File: config.mk
export PLATFORM = sky130hd
export DESIGN_NAME = eir_router
export DESIGN_NICKNAME = d
export VERILOG_FILES = /design/src/verilog/eir_pkg.sv /design/src/verilog/eir_sync_if.sv /design/src/verilog/eir_router.sv /design/src/verilog/eir_sync.sv
export SDC_FILE = /design/constraint.sdc
export NUM_CORES = 1
export LEC_CHECK = 0
export ABC_CLOCK_PERIOD_IN_PS = 2600
export BUFFER_PORTS_ARGS = -buffer_cell sky130_fd_sc_hd__buf_2
export CAP_MARGIN = 40
export CORE_MARGIN = 1.5
export CORE_UTILIZATION = 53
export DETAILED_ROUTE_END_ITERATION = 7
export GPL_ROUTABILITY_DRIVEN = 0
export GPL_TIMING_DRIVEN = 0
export PLACE_DENSITY = 0.79
export SETUP_SLACK_MARGIN = 0.02
export SYNTH_ARGS = -nofsm -noshare
export SYNTH_HDL_FRONTEND = slang
export SYNTH_SLANG_ARGS = --single-unit
File: constraint.sdc
create_clock -name I_CLOCK -period 2.6 [get_ports I_CLOCK]
set_input_delay 0.39 -clock I_CLOCK [delete_from_list [all_inputs] [get_ports I_CLOCK]]
set_output_delay 0.39 -clock I_CLOCK [all_outputs]
set_load 0.01 [all_outputs]
File: src/verilog/eir_pkg.sv
// Package: constants for the external interrupt router
package eir_pkg;
  localparam int unsigned REQ_COUNT      = 4;
  localparam int unsigned STD_COUNT      = 8;
  localparam int unsigned WAKE_COUNT     = 8;
  localparam int unsigned SRC_COUNT      = REQ_COUNT + STD_COUNT + WAKE_COUNT;
  localparam int unsigned SRC_IDX_W      = 5;
  localparam int unsigned REQ_LATENCY    = 10;
  localparam int unsigned PIN_LATENCY    = 12;
  localparam int unsigned SYNC_STAGES    = 2;
  localparam int unsigned STD_BASE       = REQ_COUNT;
  localparam int unsigned WAKE_BASE      = REQ_COUNT + STD_COUNT;
  localparam int unsigned DLY_W          = 4;
  localparam logic [SRC_IDX_W-1:0] NO_SRC = 5'h1f;
  typedef enum logic {EIR_TGT_NORMAL, EIR_TGT_CRITICAL} eir_target_t;
endpackage

File: src/verilog/eir_sync_if.sv
// Interface: synchronised pin levels handed to the router core
`timescale 1ns/1ps
interface eir_sync_if #(parameter int unsigned N = 20);
  logic [N-1:0] level;
  modport src (output level);
  modport dst (input level);
endinterface
File: src/verilog/eir_router.sv
// External interrupt router: sync, pending, priority, delivery to core
// Behaviour
// - Four dedicated request pins, eight standard and eight wake-up pins are accepted.
// - An uncontested dedicated request reaches the core 10 cycles after the pin event.
// - An uncontested standard or wake-up pin reaches the normal input after 12 cycles.
// - Every pin passes a two-flop synchroniser before prioritisation.
// - A repeat event while the source is still pending is lost.
// - Standard pin interrupts are disabled in power-down mode.
// - Competing sources are served one at a time, lowest index first.
`timescale 1ns/1ps
module eir_router
  import eir_pkg::*;
(
  input  wire logic                  I_CLOCK,
  input  wire logic                  I_NRST,
  input  wire logic [REQ_COUNT-1:0]  I_EXT_REQUEST,
  input  wire logic [STD_COUNT-1:0]  I_STD_PIN_IRQ,
  input  wire logic [WAKE_COUNT-1:0] I_WAKE_PIN_IRQ,
  input  wire logic [SRC_COUNT-1:0]  I_ENABLE,
  input  wire logic [SRC_COUNT-1:0]  I_MASK,
  input  wire logic [SRC_COUNT-1:0]  I_CLEAR,
  input  wire logic                  I_POWER_DOWN,
  input  wire logic                  I_REQ0_CRITICAL,
  output logic [SRC_COUNT-1:0]       O_PENDING,
  output logic                       O_CORE_INT,
  output logic                       O_CORE_CINT,
  output logic [SRC_IDX_W-1:0]       O_ACTIVE_SRC
);
  // Delay from pin to delivery, after sync (2) and output register (1) and
  // pending register (1); the remainder is a per-class pipeline.
  localparam int unsigned FRONT      = SYNC_STAGES + 2;
  localparam int unsigned REQ_EXTRA  = REQ_LATENCY - FRONT;
  localparam int unsigned PIN_EXTRA  = PIN_LATENCY - FRONT;

  // ----------------------------------------------------------------
  // Synchronisation
  // ----------------------------------------------------------------
  eir_sync_if #(.N(SRC_COUNT)) sync_bus ();

  eir_sync #(.N(SRC_COUNT)) u_sync (
    .i_clk  (I_CLOCK),
    .i_nrst (I_NRST),
    .i_pins ({I_WAKE_PIN_IRQ, I_STD_PIN_IRQ, I_EXT_REQUEST}),
    .sync   (sync_bus.src)
  );

  logic [SRC_COUNT-1:0] level_prev;
  logic [SRC_COUNT-1:0] pin_event;
  logic [SRC_COUNT-1:0] src_allowed;
  logic [SRC_COUNT-1:0] pending;

  always_ff @(posedge I_CLOCK or negedge I_NRST) begin
    if (!I_NRST) begin
      level_prev <= '0;
    end else begin
      level_prev <= sync_bus.level;
    end
  end

  // ----------------------------------------------------------------
  // Event capture and pending flags
  // ----------------------------------------------------------------
  genvar g;
  generate
    for (g = 0; g < SRC_COUNT; g++) begin : g_src
      if (g >= STD_BASE && g < WAKE_BASE) begin : g_std
        assign src_allowed[g] = I_ENABLE[g] & ~I_POWER_DOWN;
      end else begin : g_other
        assign src_allowed[g] = I_ENABLE[g];
      end
      assign pin_event[g] = sync_bus.level[g] & ~level_prev[g] & src_allowed[g];

      always_ff @(posedge I_CLOCK or negedge I_NRST) begin
        if (!I_NRST) begin
          pending[g] <= 1'b0;
        end else if (pin_event[g] && !pending[g]) begin
          pending[g] <= 1'b1;
        end else if (I_CLEAR[g]) begin
          pending[g] <= 1'b0;
        end
      end
    end
  endgenerate

  assign O_PENDING = pending;

  // ----------------------------------------------------------------
  // Priority select, one source at a time
  // ----------------------------------------------------------------
  logic [SRC_COUNT-1:0] candidate;
  logic [SRC_IDX_W-1:0] next_sel;
  logic                 next_any;

  assign candidate = pending & ~I_MASK;

  always_comb begin
    next_sel = NO_SRC;
    next_any = 1'b0;
    for (int i = SRC_COUNT - 1; i >= 0; i--) begin
      if (candidate[i]) begin
        next_sel = SRC_IDX_W'(i);
        next_any = 1'b1;
      end
    end
  end

  // Shift pipelines per class; the head of each stage holds a selected
  // source index so the fixed latency holds for an uncontested source.
  logic [REQ_EXTRA-1:0] req_pipe;
  logic [PIN_EXTRA-1:0] pin_pipe;
  logic [SRC_IDX_W-1:0] req_idx [REQ_EXTRA];
  logic [SRC_IDX_W-1:0] pin_idx [PIN_EXTRA];
  logic                 is_req;

  assign is_req = next_any && (next_sel < SRC_IDX_W'(REQ_COUNT));

  always_ff @(posedge I_CLOCK or negedge I_NRST) begin
    if (!I_NRST) begin
      req_pipe <= '0;
      pin_pipe <= '0;
      for (int k = 0; k < REQ_EXTRA; k++) req_idx[k] <= NO_SRC;
      for (int k = 0; k < PIN_EXTRA; k++) pin_idx[k] <= NO_SRC;
    end else begin
      req_pipe <= {req_pipe[REQ_EXTRA-2:0], next_any & is_req};
      pin_pipe <= {pin_pipe[PIN_EXTRA-2:0], next_any & ~is_req};
      req_idx[0] <= next_sel;
      pin_idx[0] <= next_sel;
      for (int k = 1; k < REQ_EXTRA; k++) req_idx[k] <= req_idx[k-1];
      for (int k = 1; k < PIN_EXTRA; k++) pin_idx[k] <= pin_idx[k-1];
    end
  end

  // ----------------------------------------------------------------
  // Mapping onto core inputs
  // ----------------------------------------------------------------
  logic                 req_out;
  logic                 pin_out;
  logic [SRC_IDX_W-1:0] out_idx;
  logic                 to_critical;

  assign req_out     = req_pipe[REQ_EXTRA-1] && pending[req_idx[REQ_EXTRA-1]];
  assign pin_out     = pin_pipe[PIN_EXTRA-1] && pending[pin_idx[PIN_EXTRA-1]];
  assign out_idx     = req_out ? req_idx[REQ_EXTRA-1] : pin_idx[PIN_EXTRA-1];
  assign to_critical = req_out && (out_idx == '0) && I_REQ0_CRITICAL;

  always_ff @(posedge I_CLOCK or negedge I_NRST) begin
    if (!I_NRST) begin
      O_CORE_INT   <= 1'b0;
      O_CORE_CINT  <= 1'b0;
      O_ACTIVE_SRC <= NO_SRC;
    end else begin
      O_CORE_CINT  <= to_critical;
      O_CORE_INT   <= (req_out || pin_out) && !to_critical;
      O_ACTIVE_SRC <= (req_out || pin_out) ? out_idx : NO_SRC;
    end
  end
endmodule

File: src/verilog/eir_sync.sv
// Two-flop synchronisers for every external interrupt pin
`timescale 1ns/1ps
module eir_sync
  import eir_pkg::*;
#(
  parameter int unsigned N = SRC_COUNT
) (
  input  wire logic         i_clk,
  input  wire logic         i_nrst,
  input  wire logic [N-1:0] i_pins,
  eir_sync_if.src           sync
);
  logic [N-1:0] stage1;
  logic [N-1:0] stage2;

  always_ff @(posedge i_clk or negedge i_nrst) begin
    if (!i_nrst) begin
      stage1 <= '0;
      stage2 <= '0;
    end else begin
      stage1 <= i_pins;
      stage2 <= stage1;
    end
  end

  assign sync.level = stage2;
endmodule

==> results of run 1 <==
[worst max-delay path: stages, from the launching register on]
cell	delay, ns
dfstp_2	0.54
buf_6	0.15
mux4_2	0.51
and4_4	0.21
a41oi_2	0.19
and2b_4	0.23
o21ai_2	0.08
o22a_1	0.20
[power by group through the flow]
stage / logic, W / registers (W) / clock network [W]
final: 0.000581 / 0.00274 / 0.00220
after global routing: 0.000634 / 0.00277 / 0.00234
after CTS: 0.000586 / 0.00274 / 0.00224
after detailed placement: 0.000555 / 0.00277 / 0
after global placement: 0.000530 / 0.00275 / 0
after floorplan: 0.000294 / 0.00275 / 0
[cell families (layout without fill, tap and decap cells)]
family | after synthesis | count (layout) | share of synthesized area [%]
AOI/OAI and AO/OA | 34 | 34 | 5.15
buffers and inverters | 15 | 179 | 1.41
DFF | 141 | 141 | 74.9
muxes | 29 | 29 | 7.74
and+or+nand+nor | 87 | 87 | 10.8
[placed cells by master, fill, tap and decap left out, drive strengths merged, types with 6 or more instances in the layout]
master       instances
nand3b              14
dlygate4sd3         21
o21ai                8
clkbuf              19
mux2i               22
dfstp               45
nor2b               11
nor3b                6
dfrtp               96
inv                 19
mux4                 6
nand2b              15
nand3                9
nand2                8
nor2                16
buf                115
[area by class of cell]
cell class,count,area [um^2],share of cell area [%]
Sequential cell,141,3580,57.3
Multi-Input combinational cell,150,1130,18.1
Timing Repair Buffer,132,793,12.7
Clock buffer,18,418,6.68
Tap cell,108,135,2.16
Clock inverter,14,125,2.00
Inverter,10,37.5,0.600
Buffer,5,30.0,0.480
[how the worst max path moves through the flow]
stage                                      from                          to  slack (ns)
after floorplan           pin_idx[10]$_DFF_PN1_   O_ACTIVE_SRC[0]$_DFF_PN1_        0.61
after global placement                   I_NRST  u_sync.stage1[0]$_DFF_PN0_       -0.54
after detailed placement  pin_idx[10]$_DFF_PN1_   O_ACTIVE_SRC[1]$_DFF_PN1_        0.44
after CTS                 pin_idx[10]$_DFF_PN1_   O_ACTIVE_SRC[1]$_DFF_PN1_        0.42
after global routing      pin_idx[10]$_DFF_PN1_   O_ACTIVE_SRC[1]$_DFF_PN1_        0.37
final                     pin_idx[10]$_DFF_PN1_   O_ACTIVE_SRC[1]$_DFF_PN1_        0.42
[cells in the mapped netlist, drive strengths merged, types with 2 or more instances]
library cell	count	share of area [%]
inv	10	0.78
mux2i	22	4.6
o211ai	2	0.31
nand2b	15	2.0
nand2	8	0.63
nand3	9	0.94
o21ai	8	0.92
nand3b	14	2.2
and4	2	0.42
nor2	16	1.3
nand4	2	0.26
a21oi	5	0.52
nor2b	11	1.4
dfstp	45	25
nor3b	6	0.94
buf	4	0.55
mux4	6	2.9
a2111oi	3	0.55
dfrtp	96	50
a31oi	3	0.39
o2111ai	2	0.37
o22a	3	0.55
[through the flow]
stage	setup slack [ns]	utilization [%]	cell area [um^2]	hold slack [ns]	setup TNS [ns]
floorplan	0.605	-	4780	0.0944	0
global placement	-0.535	62.7	5460	0.332	-50.26
detailed placement	0.437	63.1	5500	0.335	0
CTS	0.421	71.7	6250	0.0249	0
global route	0.368	71.7	6250	0.0264	0
finish	0.416	71.7	6250	0.0359	0
[what timing repair did]
item	in CTS	in global routing
hold endpoints to repair	67	0
buffers inserted	0	0
hold buffers	21	0
setup endpoints to repair	0	0
[registers in the layout, summed over array words and instances, names as in the netlist]
register and flops:
u_sync.stage1 20, pin_idx 40, pin_pipe 8, O_CORE_INT 1, u_sync.sync.level 20, req_pipe 6, O_PENDING 20, level_prev 20
O_CORE_CINT 1, O_ACTIVE_SRC 5
[routing by layer]
metal	global-route usage (%)	up-vias	wire, um
li1	-	1378	-
met1	27.8	1510	3830
met2	37.5	126	5070
met3	7.44	18	892
met4	9.67	0	198
met5	0	-	0
==> impl_metrics.csv, run 1 <==
group,metric,value,unit
global_route,grt_remaining_overflow,0,
clock_tree,cts_tree,"built",
floorplanning,dieArea,9600,um^2
clock_tree,root_buffer,"clkbuf_8",
floorplanning,start_util,54.8,%
clock_tree,path_clk_slew,0.07,ns
job,maxCapViolCount,0,
global_route,grt_pass1_wl,16600,um
synth,syn_inst,306,
routing,dr.pass1.iters,4,
worst_hold_path,hp-start,"I_CLEAR[10]",
setup_path,critPathLaunchType,"register",
setup_path,r2r_start,"pin_idx[10]$_DFF_PN1_",
routing,drtAntennaViolNets,0,
timing,slew_headroom,56.0,%
placement,dpl.hpwl,6640,um
placement,dp_cells,525,
floorplanning,rows,34,
routing,routed_wl,9990,um
global_route,grt_usage,22.8,%
pwr,pwr-share-seq,49.6,%
worst_hold_path,hold_end,"O_PENDING[10]$_DFFE_PN0P_",
setup_path,r2r_end,"O_ACTIVE_SRC[1]$_DFF_PN1_",
synth,synth-edff-count,0,
clock_tree,cts_resized,0,
floorplanning,pin_count,111,
setup_path,cp.arrival,2.63,ns
timing,hold_violations,0,
finish,nets,541,
setup_path,worstSetupEndpointType,"register",
pwr,p_sw_share,26.1,%
setup_path,crit_type,"reg -> reg",
synth,ys_warn_count,0,
finish,diodes,0,
synth,ys_ff_latch,141,
finish,nFillCells,568,
global_route,antenna_found_initial,0,
setup_path,r2r_cells,7,
worst_hold_path,worstHoldPathType,"in -> reg",
worst_hold_path,hold_depth,2,
finish,drive_above_1_share,43.0,%
routing,vias,3032,
floorplanning,dieWidth,98,um
timing,worst_pin_slew,0.643,ns
synth,async_reset_ff_share,100,%
synth,syn_area,4780,um^2
clock_tree,cts_buffers,17,
routing,drcViolationCount,0,
placement,io_buffer_count,109,
setup_path,r2r_slack,0.42,ns
clock_tree,cts_buffer_depth,2,
clock_tree,h-tree-depth,4,
pwr,total_power,0.00552,W
pwr,p_int,0.00408,W
pwr,p_leak,2.86,nW
global_route,grt_max_degree,95,
timing,drv_slew,0,
floorplanning,core,8720,um^2
timing,max_freq,0.458,GHz
routing,wl_per_cell,17.3,um
timing,finalSetupViolCount,0,
timing,rsz0062_at_grt,"no",
pwr,power_frac_comb,10.5,%
finish,areaGrowthSynthToFinish,30.8,%
timing,final.period_utilization,84.0,%
timing,clock_skew,0.00975,ns
setup_path,critPathMaxFanout,9,
setup_path,critPathRequiredTime,3.05,ns
synth,syn_nets,390,
synth,avgSynthCellArea,15.6,um^2
routing,drt_iter0_markers,86,
pwr,ir_drop,0.529,mV
global_route,grt_pass1_vias,3441,
timing,fin_crit,2.18,ns
clock_tree,clkSinkCount,141,
synth,synth.distinct_cells,40,
synth,synthFlopType,"dfrtp_1",
status,outcome,"finished clean",
clock_tree,worstSkewPairLatency,0.52,ns
pwr,power_per_cell_area,883,nW/um^2
synth,synth-seq-area-share,74.9,%
pwr,p_sw,0.00144,W
floorplanning,dieHeight,98,um
pwr,clock_power_share,39.9,%
routing,vias_per_cell,5.25,
finish,layout.cells.non_filler,578,
No activity file was read; power rests on OpenSTA's default activity.
==> inputs of run 2 (changes only) <==
Settings changed: ABC_AREA from default to 1, ABC_CLOCK_PERIOD_IN_PS 2600 to 1800, CORE_UTILIZATION 53 to 48, PLACE_DENSITY 0.79 to 0.75.
Clock period 2.6 ns to 1.8 ns, I/O delays scaled along.
==> run 2 against run 1 <==
The flow now finishes with violations (setup timing). Critical endpoint is now O_CORE_INT$_DFF_PN0_. Sequential share of layout area shrank 4.3 points. Utilization is 1.9 points lower. Clock-buffer cell count up 7. Synthesized area is 0.34% lower. Routed wire length is 9.0% higher.
==> impl_metrics.csv, run 2 <==
group,metric,value,unit
routing,vias,3555,
finish,diodes,0,
synth,synth-edff-count,0,
clock_tree,path_clk_slew,0.06,ns
floorplanning,start_util,49.2,%
status,outcome,"finished with violations",
floorplanning,dieWidth,103,um
synth,netlist_top_cells_area,"dfrtp_1, dfstp_2, nand2_1",
routing,drt_iter0_markers,280,
floorplanning,core,9680,um^2
global_route,met1_usage,26.5,%
timing,clock_skew,0.00549,ns
timing,max_freq,0.487,GHz
timing,slew_headroom,59.0,%
synth,yosysTopAreaCell,"dfrtp_1",
synth,synthFlopType,"dfrtp_1",
placement,io_buffer_count,109,
timing,drv_slew,0,
global_route,antenna_found_initial,0,
synth,syn_nets,475,
global_route,grt_use_met2,37.9,%
setup_path,critPathRequiredTime,2.21,ns
clock_tree,h-tree-depth,4,
clock_tree,clkSinkCount,141,
global_route,grt_usage,22.6,%
clock_tree,cts_buffer_depth,2,
floorplanning,rows,36,
clock_tree,cts_tree,"built",
setup_path,max_stage_delay,0.60,ns
global_route,grt_pass1_vias,3772,
global_route,busiest_layer,"met2",
clock_tree,worstSkewPairLatency,0.52,ns
setup_path,worstSetupEndpointType,"register",
setup_path,r2r_cells,14,
setup_path,crit_top_cell,"nand2_1",
routing,wl_per_cell,15.0,um
worst_hold_path,hold_depth,3,
floorplanning,dieArea,10500,um^2
timing,hold_violations,0,
finish,nFillCells,656,
synth,syn_area,4770,um^2
clock_tree,cts_buffers,17,
job,maxCapViolCount,0,
finish,areaGrowthSynthToFinish,41.9,%
timing,fin_crit,2.05,ns
placement,dpl.hpwl,6910,um
placement,pre_cts_ws,-0.161,ns
worst_hold_path,worstHoldPathType,"in -> reg",
setup_path,cp.depth,14,
setup_path,cp.arrival,2.46,ns
synth,syn_inst,391,
global_route,grt_remaining_overflow,0,
timing,rsz0062_at_grt,"yes",
pwr,total_power,0.00855,W
status,violations,"setup timing",
global_route,grtUsageMet3,6.92,%
placement,placed_area,5510,um^2
global_route,grt_pass1_wl,17400,um
clock_tree,root_buffer,"clkbuf_8",
setup_path,path_cells,"buf_4 > o21ai_0 > o21ai_1 > nand2_1 > nand2_1 > nand2_1 > nand2_1 > nand2_2 > a21boi_1 > nand2_1 > nor2_1 > nand2_1 > nor2_2 > nor2_1",
routing,vias_per_cell,4.88,
global_route,grt_max_degree,75,
timing,finalSetupViolCount,7,
finish,largest_reg_flops,40,
setup_path,critPathLaunchType,"register",
finish,nets,666,
routing,routed_wl,10900,um
floorplanning,pin_count,111,
timing,setup_slack,-0.252,ns
setup_path,crit_buf_inv,1,
synth,synth_top_area_share,50.4,%
synth,async_reset_ff_share,100,%
timing,worst_pin_slew,0.614,ns
synth,yosys-top-cells-count,"dfrtp_1, nand2_1, dfstp_2, inv_1",
setup_path,crit_type,"reg -> reg",
timing,final.period_utilization,114,%
finish,drive_above_1_share,40.8,%
finish,finalInstanceArea,6760,um^2
setup_path,crit_slowest_cell,"dfstp_2",
synth,avgSynthCellArea,12.2,um^2
routing,dr.pass1.iters,5,
synth,synth-seq-area-share,75.2,%
setup_path,crit_family,"simple AND/OR/NAND/NOR gates",
finish,largest-register,"pin_idx",
synth,synth.distinct_cells,27,
synth,synthMostInstantiatedCell,"dfrtp_1",
pwr,ir_drop,0.757,mV
routing,drcViolationCount,0,
synth,ys_warn_count,0,
pwr,p_leak,3.26,nW
synth,ys_ff_latch,141,
finish,final_cell_mix,"buf_2, dfrtp_1, dlygate4sd3_1, nand2_1, dfstp_2",
floorplanning,dieHeight,103,um
pwr,power_per_cell_area,1260,nW/um^2
finish,layout_commonest_cell,"buf_2",
setup_path,critPathMaxFanout,5,
routing,drtAntennaViolNets,0,
-- run 2: logic make-up (layout without fill, tap and decap cells) --
logic type,count (synthesis),in the layout,share of synthesized area [%]
buffers and inverters,42,245,3.46
AND/OR/NAND/NOR,136,137,12.8
AO/OA/AOI/OAI,72,72,8.56
flip-flops,141,141,75.2
-- run 2: report_power, final --
part / switching (W) / internal [W] / total, W
sequential: 0.000210 / 0.00376 / 0.00397
combinational: 0.000711 / 0.000535 / 0.00125
clock: 0.00124 / 0.00210 / 0.00334
-- run 2: repair_timing --
item | CTS | global route
pin swaps | 0 | 5
cloned | 2 | 0
endpoints found under the setup margin | 8 | 9
hold buffers | 50 | 0
endpoints found under the hold margin | 91 | 0
gates resized for setup | 8 | 17
setup buffers | 4 | 6
-- run 2: tightest hold or removal path, stage by stage --
cell and delay (ns):
buf_2 0.08, nand3_1 0.06, o21ai_0 0.07
-- run 2: final timing paths --
check | start | endpoint | slack [ns]
worst min-delay path | I_ENABLE[19] | O_PENDING[19]$_DFFE_PN0P_ | 0.003
min in group asynchronous | I_NRST | O_PENDING[15]$_DFFE_PN0P_ | 0.31
worst max register to register | pin_idx[10]$_DFF_PN1_ | O_CORE_INT$_DFF_PN0_ | -0.25
max in group asynchronous | I_NRST | pin_idx[39]$_DFF_PN1_ | 0.70
worst min register to register | u_sync.stage1[15]$_DFF_PN0_ | u_sync.sync.level[15]$_DFF_PN0_ | 0.34
worst max-delay path | pin_idx[10]$_DFF_PN1_ | O_CORE_INT$_DFF_PN0_ | -0.25
-- run 2: area by class of cell --
class	count	area (um^2)	area share, %
multi-input cells	209	1090	16.1
clock buffers	25	514	7.60
repair buffers	171	1160	17.2
plain buffers	3	20.0	0.296
inverters	39	149	2.20
flip-flops and latches	141	3590	53.0
clock inverters	7	76.3	1.13
well taps	133	166	2.46
-- run 2: stage by stage --
step | std cells | util [%] | setup TNS (ns) | hold slack (ns)
after floorplan | 391 | - | 0 | -0.0256
after global placement | 633 | 56.6 | -146.34 | 0.331
after detailed placement | 634 | 56.9 | -0.603 | 0.307
after CTS | 722 | 68.9 | -0.163 | 0.00103
after global routing | 728 | 69.8 | -1.56 | 0.00257
final | 728 | 69.8 | -0.758 | 0.00310
-- run 2: layer usage --
layer / vias to the layer above / part of all wire [%]
met3: 27 / 6.2
met2: 126 / 52
li1: 1674 / -
met5: - / 0
met4: 0 / 2.4
met1: 1728 / 40
==> inputs of run 3 (changes only) <==
--- a/config.mk
+++ b/config.mk
@@ -8,3 +8,3 @@
 export ABC_AREA = 1
-export ABC_CLOCK_PERIOD_IN_PS = 1800
+export ABC_CLOCK_PERIOD_IN_PS = 2190
 export BUFFER_PORTS_ARGS = -buffer_cell sky130_fd_sc_hd__buf_2
@@ -12,3 +12,3 @@
 export CORE_MARGIN = 1.5
-export CORE_UTILIZATION = 48
+export CORE_UTILIZATION = 53
 export DETAILED_ROUTE_END_ITERATION = 7
@@ -16,3 +16,3 @@
 export GPL_TIMING_DRIVEN = 0
-export PLACE_DENSITY = 0.75
+export PLACE_DENSITY = 0.79
 export SETUP_SLACK_MARGIN = 0.02
==> constraint.sdc (replaced) <==
create_clock -name I_CLOCK -period 2.19 [get_ports I_CLOCK]
set_input_delay 0.3285 -clock I_CLOCK [delete_from_list [all_inputs] [get_ports I_CLOCK]]
set_output_delay 0.3285 -clock I_CLOCK [all_outputs]
set_load 0.05 [all_outputs]
==> run 3 against run 2 <==
Critical endpoint unchanged. The run now ends clean. Largest cell class unchanged. Register-to-register slack gained 0.42 ns. Clock-buffer cell count shrank 6. Power decreased by 14%. First-iteration DRC count increased by 8.6%. Critical path type unchanged. Clock power fell by 11%.
==> impl_metrics.csv, run 3 (synthesis results as in run 2) <==
group,metric,value,unit
routing,dr.pass1.iters,5,
routing,drt_iter0_markers,304,
setup_path,worstSetupEndpointType,"register",
floorplanning,dieArea,9570,um^2
routing,drtAntennaViolNets,0,
timing,finalSetupViolCount,0,
setup_path,crit_buf_inv,2,
global_route,grt_max_degree,100,
timing,whs,0.00163,ns
clock_tree,worstSkewPairLatency,0.52,ns
global_route,grt_pass1_wl,18300,um
finish,final_cell_mix,"buf_2, dfrtp_1, nand2_1, dfstp_2, inv_1",
finish,largest_reg_flops,40,
pwr,total_power,0.00735,W
clock_tree,cts_buffers,17,
placement,io_buffer_count,109,
status,outcome,"finished clean",
clock_tree,root_buffer,"clkbuf_8",
global_route,antenna_found_initial,0,
finish,diodes,0,
finish,layout_commonest_cell,"buf_2",
global_route,grt_usage,25.3,%
setup_path,crit_family,"flip-flops",
setup_path,critPathLaunchType,"register",
finish,drive_above_1_share,38.4,%
clock_tree,cts_tree,"built",
floorplanning,dieWidth,97.8,um
clock_tree,cts_buffer_depth,2,
global_route,grt_remaining_overflow,0,
floorplanning,rows,34,
floorplanning,dieHeight,97.8,um
routing,vias_per_cell,5.27,
setup_path,critPathRequiredTime,2.63,ns
timing,rsz0062_at_grt,"no",
setup_path,max_stage_delay,0.56,ns
global_route,grt_pass1_vias,3792,
finish,nets,641,
clock_tree,clkSinkCount,141,
placement,pre_cts_ws,0.220,ns
floorplanning,start_util,54.7,%
pwr,p_leak,3.14,nW
finish,areaGrowthSynthToFinish,35.9,%
worst_hold_path,hold_depth,2,
timing,final.period_utilization,92.5,%
placement,dpl.hpwl,7330,um
timing,clock_skew,0.00768,ns
clock_tree,path_clk_slew,0.06,ns
setup_path,cp.depth,9,
setup_path,r2r_cells,9,
timing,worst_pin_slew,0.464,ns
clock_tree,h-tree-depth,4,
finish,largest-register,"pin_idx",
routing,routed_wl,11500,um
pwr,ir_drop,0.669,mV
pwr,power_per_cell_area,1140,nW/um^2
timing,setup_slack,0.165,ns
setup_path,path_cells,"clkbuf_1 > o21ai_0 > o22ai_1 > nand3_1 > nor2_1 > o21ai_0 > nand2_1 > inv_1 > nor2_1",
worst_hold_path,worstHoldPathType,"in -> reg",
timing,fin_crit,2.02,ns
job,maxCapViolCount,0,
setup_path,crit_type,"reg -> reg",
routing,drcViolationCount,0,
routing,wl_per_cell,17.0,um
timing,slew_headroom,69.1,%
timing,drv_slew,0,
timing,max_freq,0.494,GHz
setup_path,crit_slowest_cell,"dfstp_2",
routing,vias,3574,
setup_path,critPathMaxFanout,10,
setup_path,cp.arrival,2.47,ns
floorplanning,pin_count,111,
timing,hold_violations,0,
floorplanning,core,8720,um^2
run 3: cell types whose count changed in the layout (fill, tap and decap cells not counted), moves of 2 or more:
cell           change
buf_4              -8
bufinv_16          +3
clkbuf_8           -6
dlygate4sd3_1     -17
inv_1              +3
inv_2              -2
nand2_1            +8
nand2_2            -6
nand2_4            -2
o21ai_1            +2
run 3: where the power goes:
part,internal (W),switching (W)
clock network,0.00189,0.00108
registers,0.00309,0.000188
logic,0.000357,0.000749
total,0.00534,0.00202
run 3: timing repair:
action,4_1_cts,5_1_grt
gates resized for setup,0,5
endpoints found under the hold margin,59,0
hold buffers,33,0
endpoints found under the setup margin,0,1
buffers inserted,0,3
run 3: layout make-up:
class,instances,area [um^2]
Inverter,39,146
Timing Repair Buffer,146,932
Clock buffer,19,432
Clock inverter,13,189
Fill cell,545,2240
Buffer,3,18.8
Multi-Input combinational cell,209,1040
Tap cell,108,135
Sequential cell,141,3580
run 3: stage by stage:
| step | util (%) | area (um^2) | std cells | TNS [ns] |
|---|---|---|---|---|
| 2_1_floorplan | - | 4770 | 391 | 0 |
| 3_3_place_gp | 62.5 | 5450 | 608 | -89.93 |
| 3_5_place_dp | 62.9 | 5480 | 609 | 0 |
| 4_1_cts | 73.8 | 6430 | 674 | 0 |
| 5_1_grt | 74.3 | 6480 | 678 | 0 |
| 6_report | 74.3 | 6480 | 678 | 0 |
run 3: worst paths after layout:
check,to,startpoint,slack [ns]
min in group asynchronous,level_prev[13]$_DFF_PN0_,I_NRST,0.29
max reg2reg,O_CORE_INT$_DFF_PN0_,pin_idx[0]$_DFF_PN1_,0.17
max,O_CORE_INT$_DFF_PN0_,pin_idx[0]$_DFF_PN1_,0.17
max in group asynchronous,pin_idx[32]$_DFF_PN1_,I_NRST,1.10
min reg2reg,u_sync.sync.level[13]$_DFF_PN0_,u_sync.stage1[13]$_DFF_PN0_,0.35
min,O_PENDING[13]$_DFFE_PN0P_,I_CLEAR[13],0.002
run 3: per-layer routing:
| metal | track usage [%] | wire (um) | part of all wire [%] | up-vias |
|---|---|---|---|---|
| li1 | - | - | - | 1615 |
| met1 | 30.6 | 4510 | 39 | 1746 |
| met2 | 42.8 | 5980 | 52 | 171 |
| met3 | 6.23 | 696 | 6.0 | 42 |
| met4 | 12.1 | 346 | 3.0 | 0 |
| met5 | 0 | 0 | 0 | - |
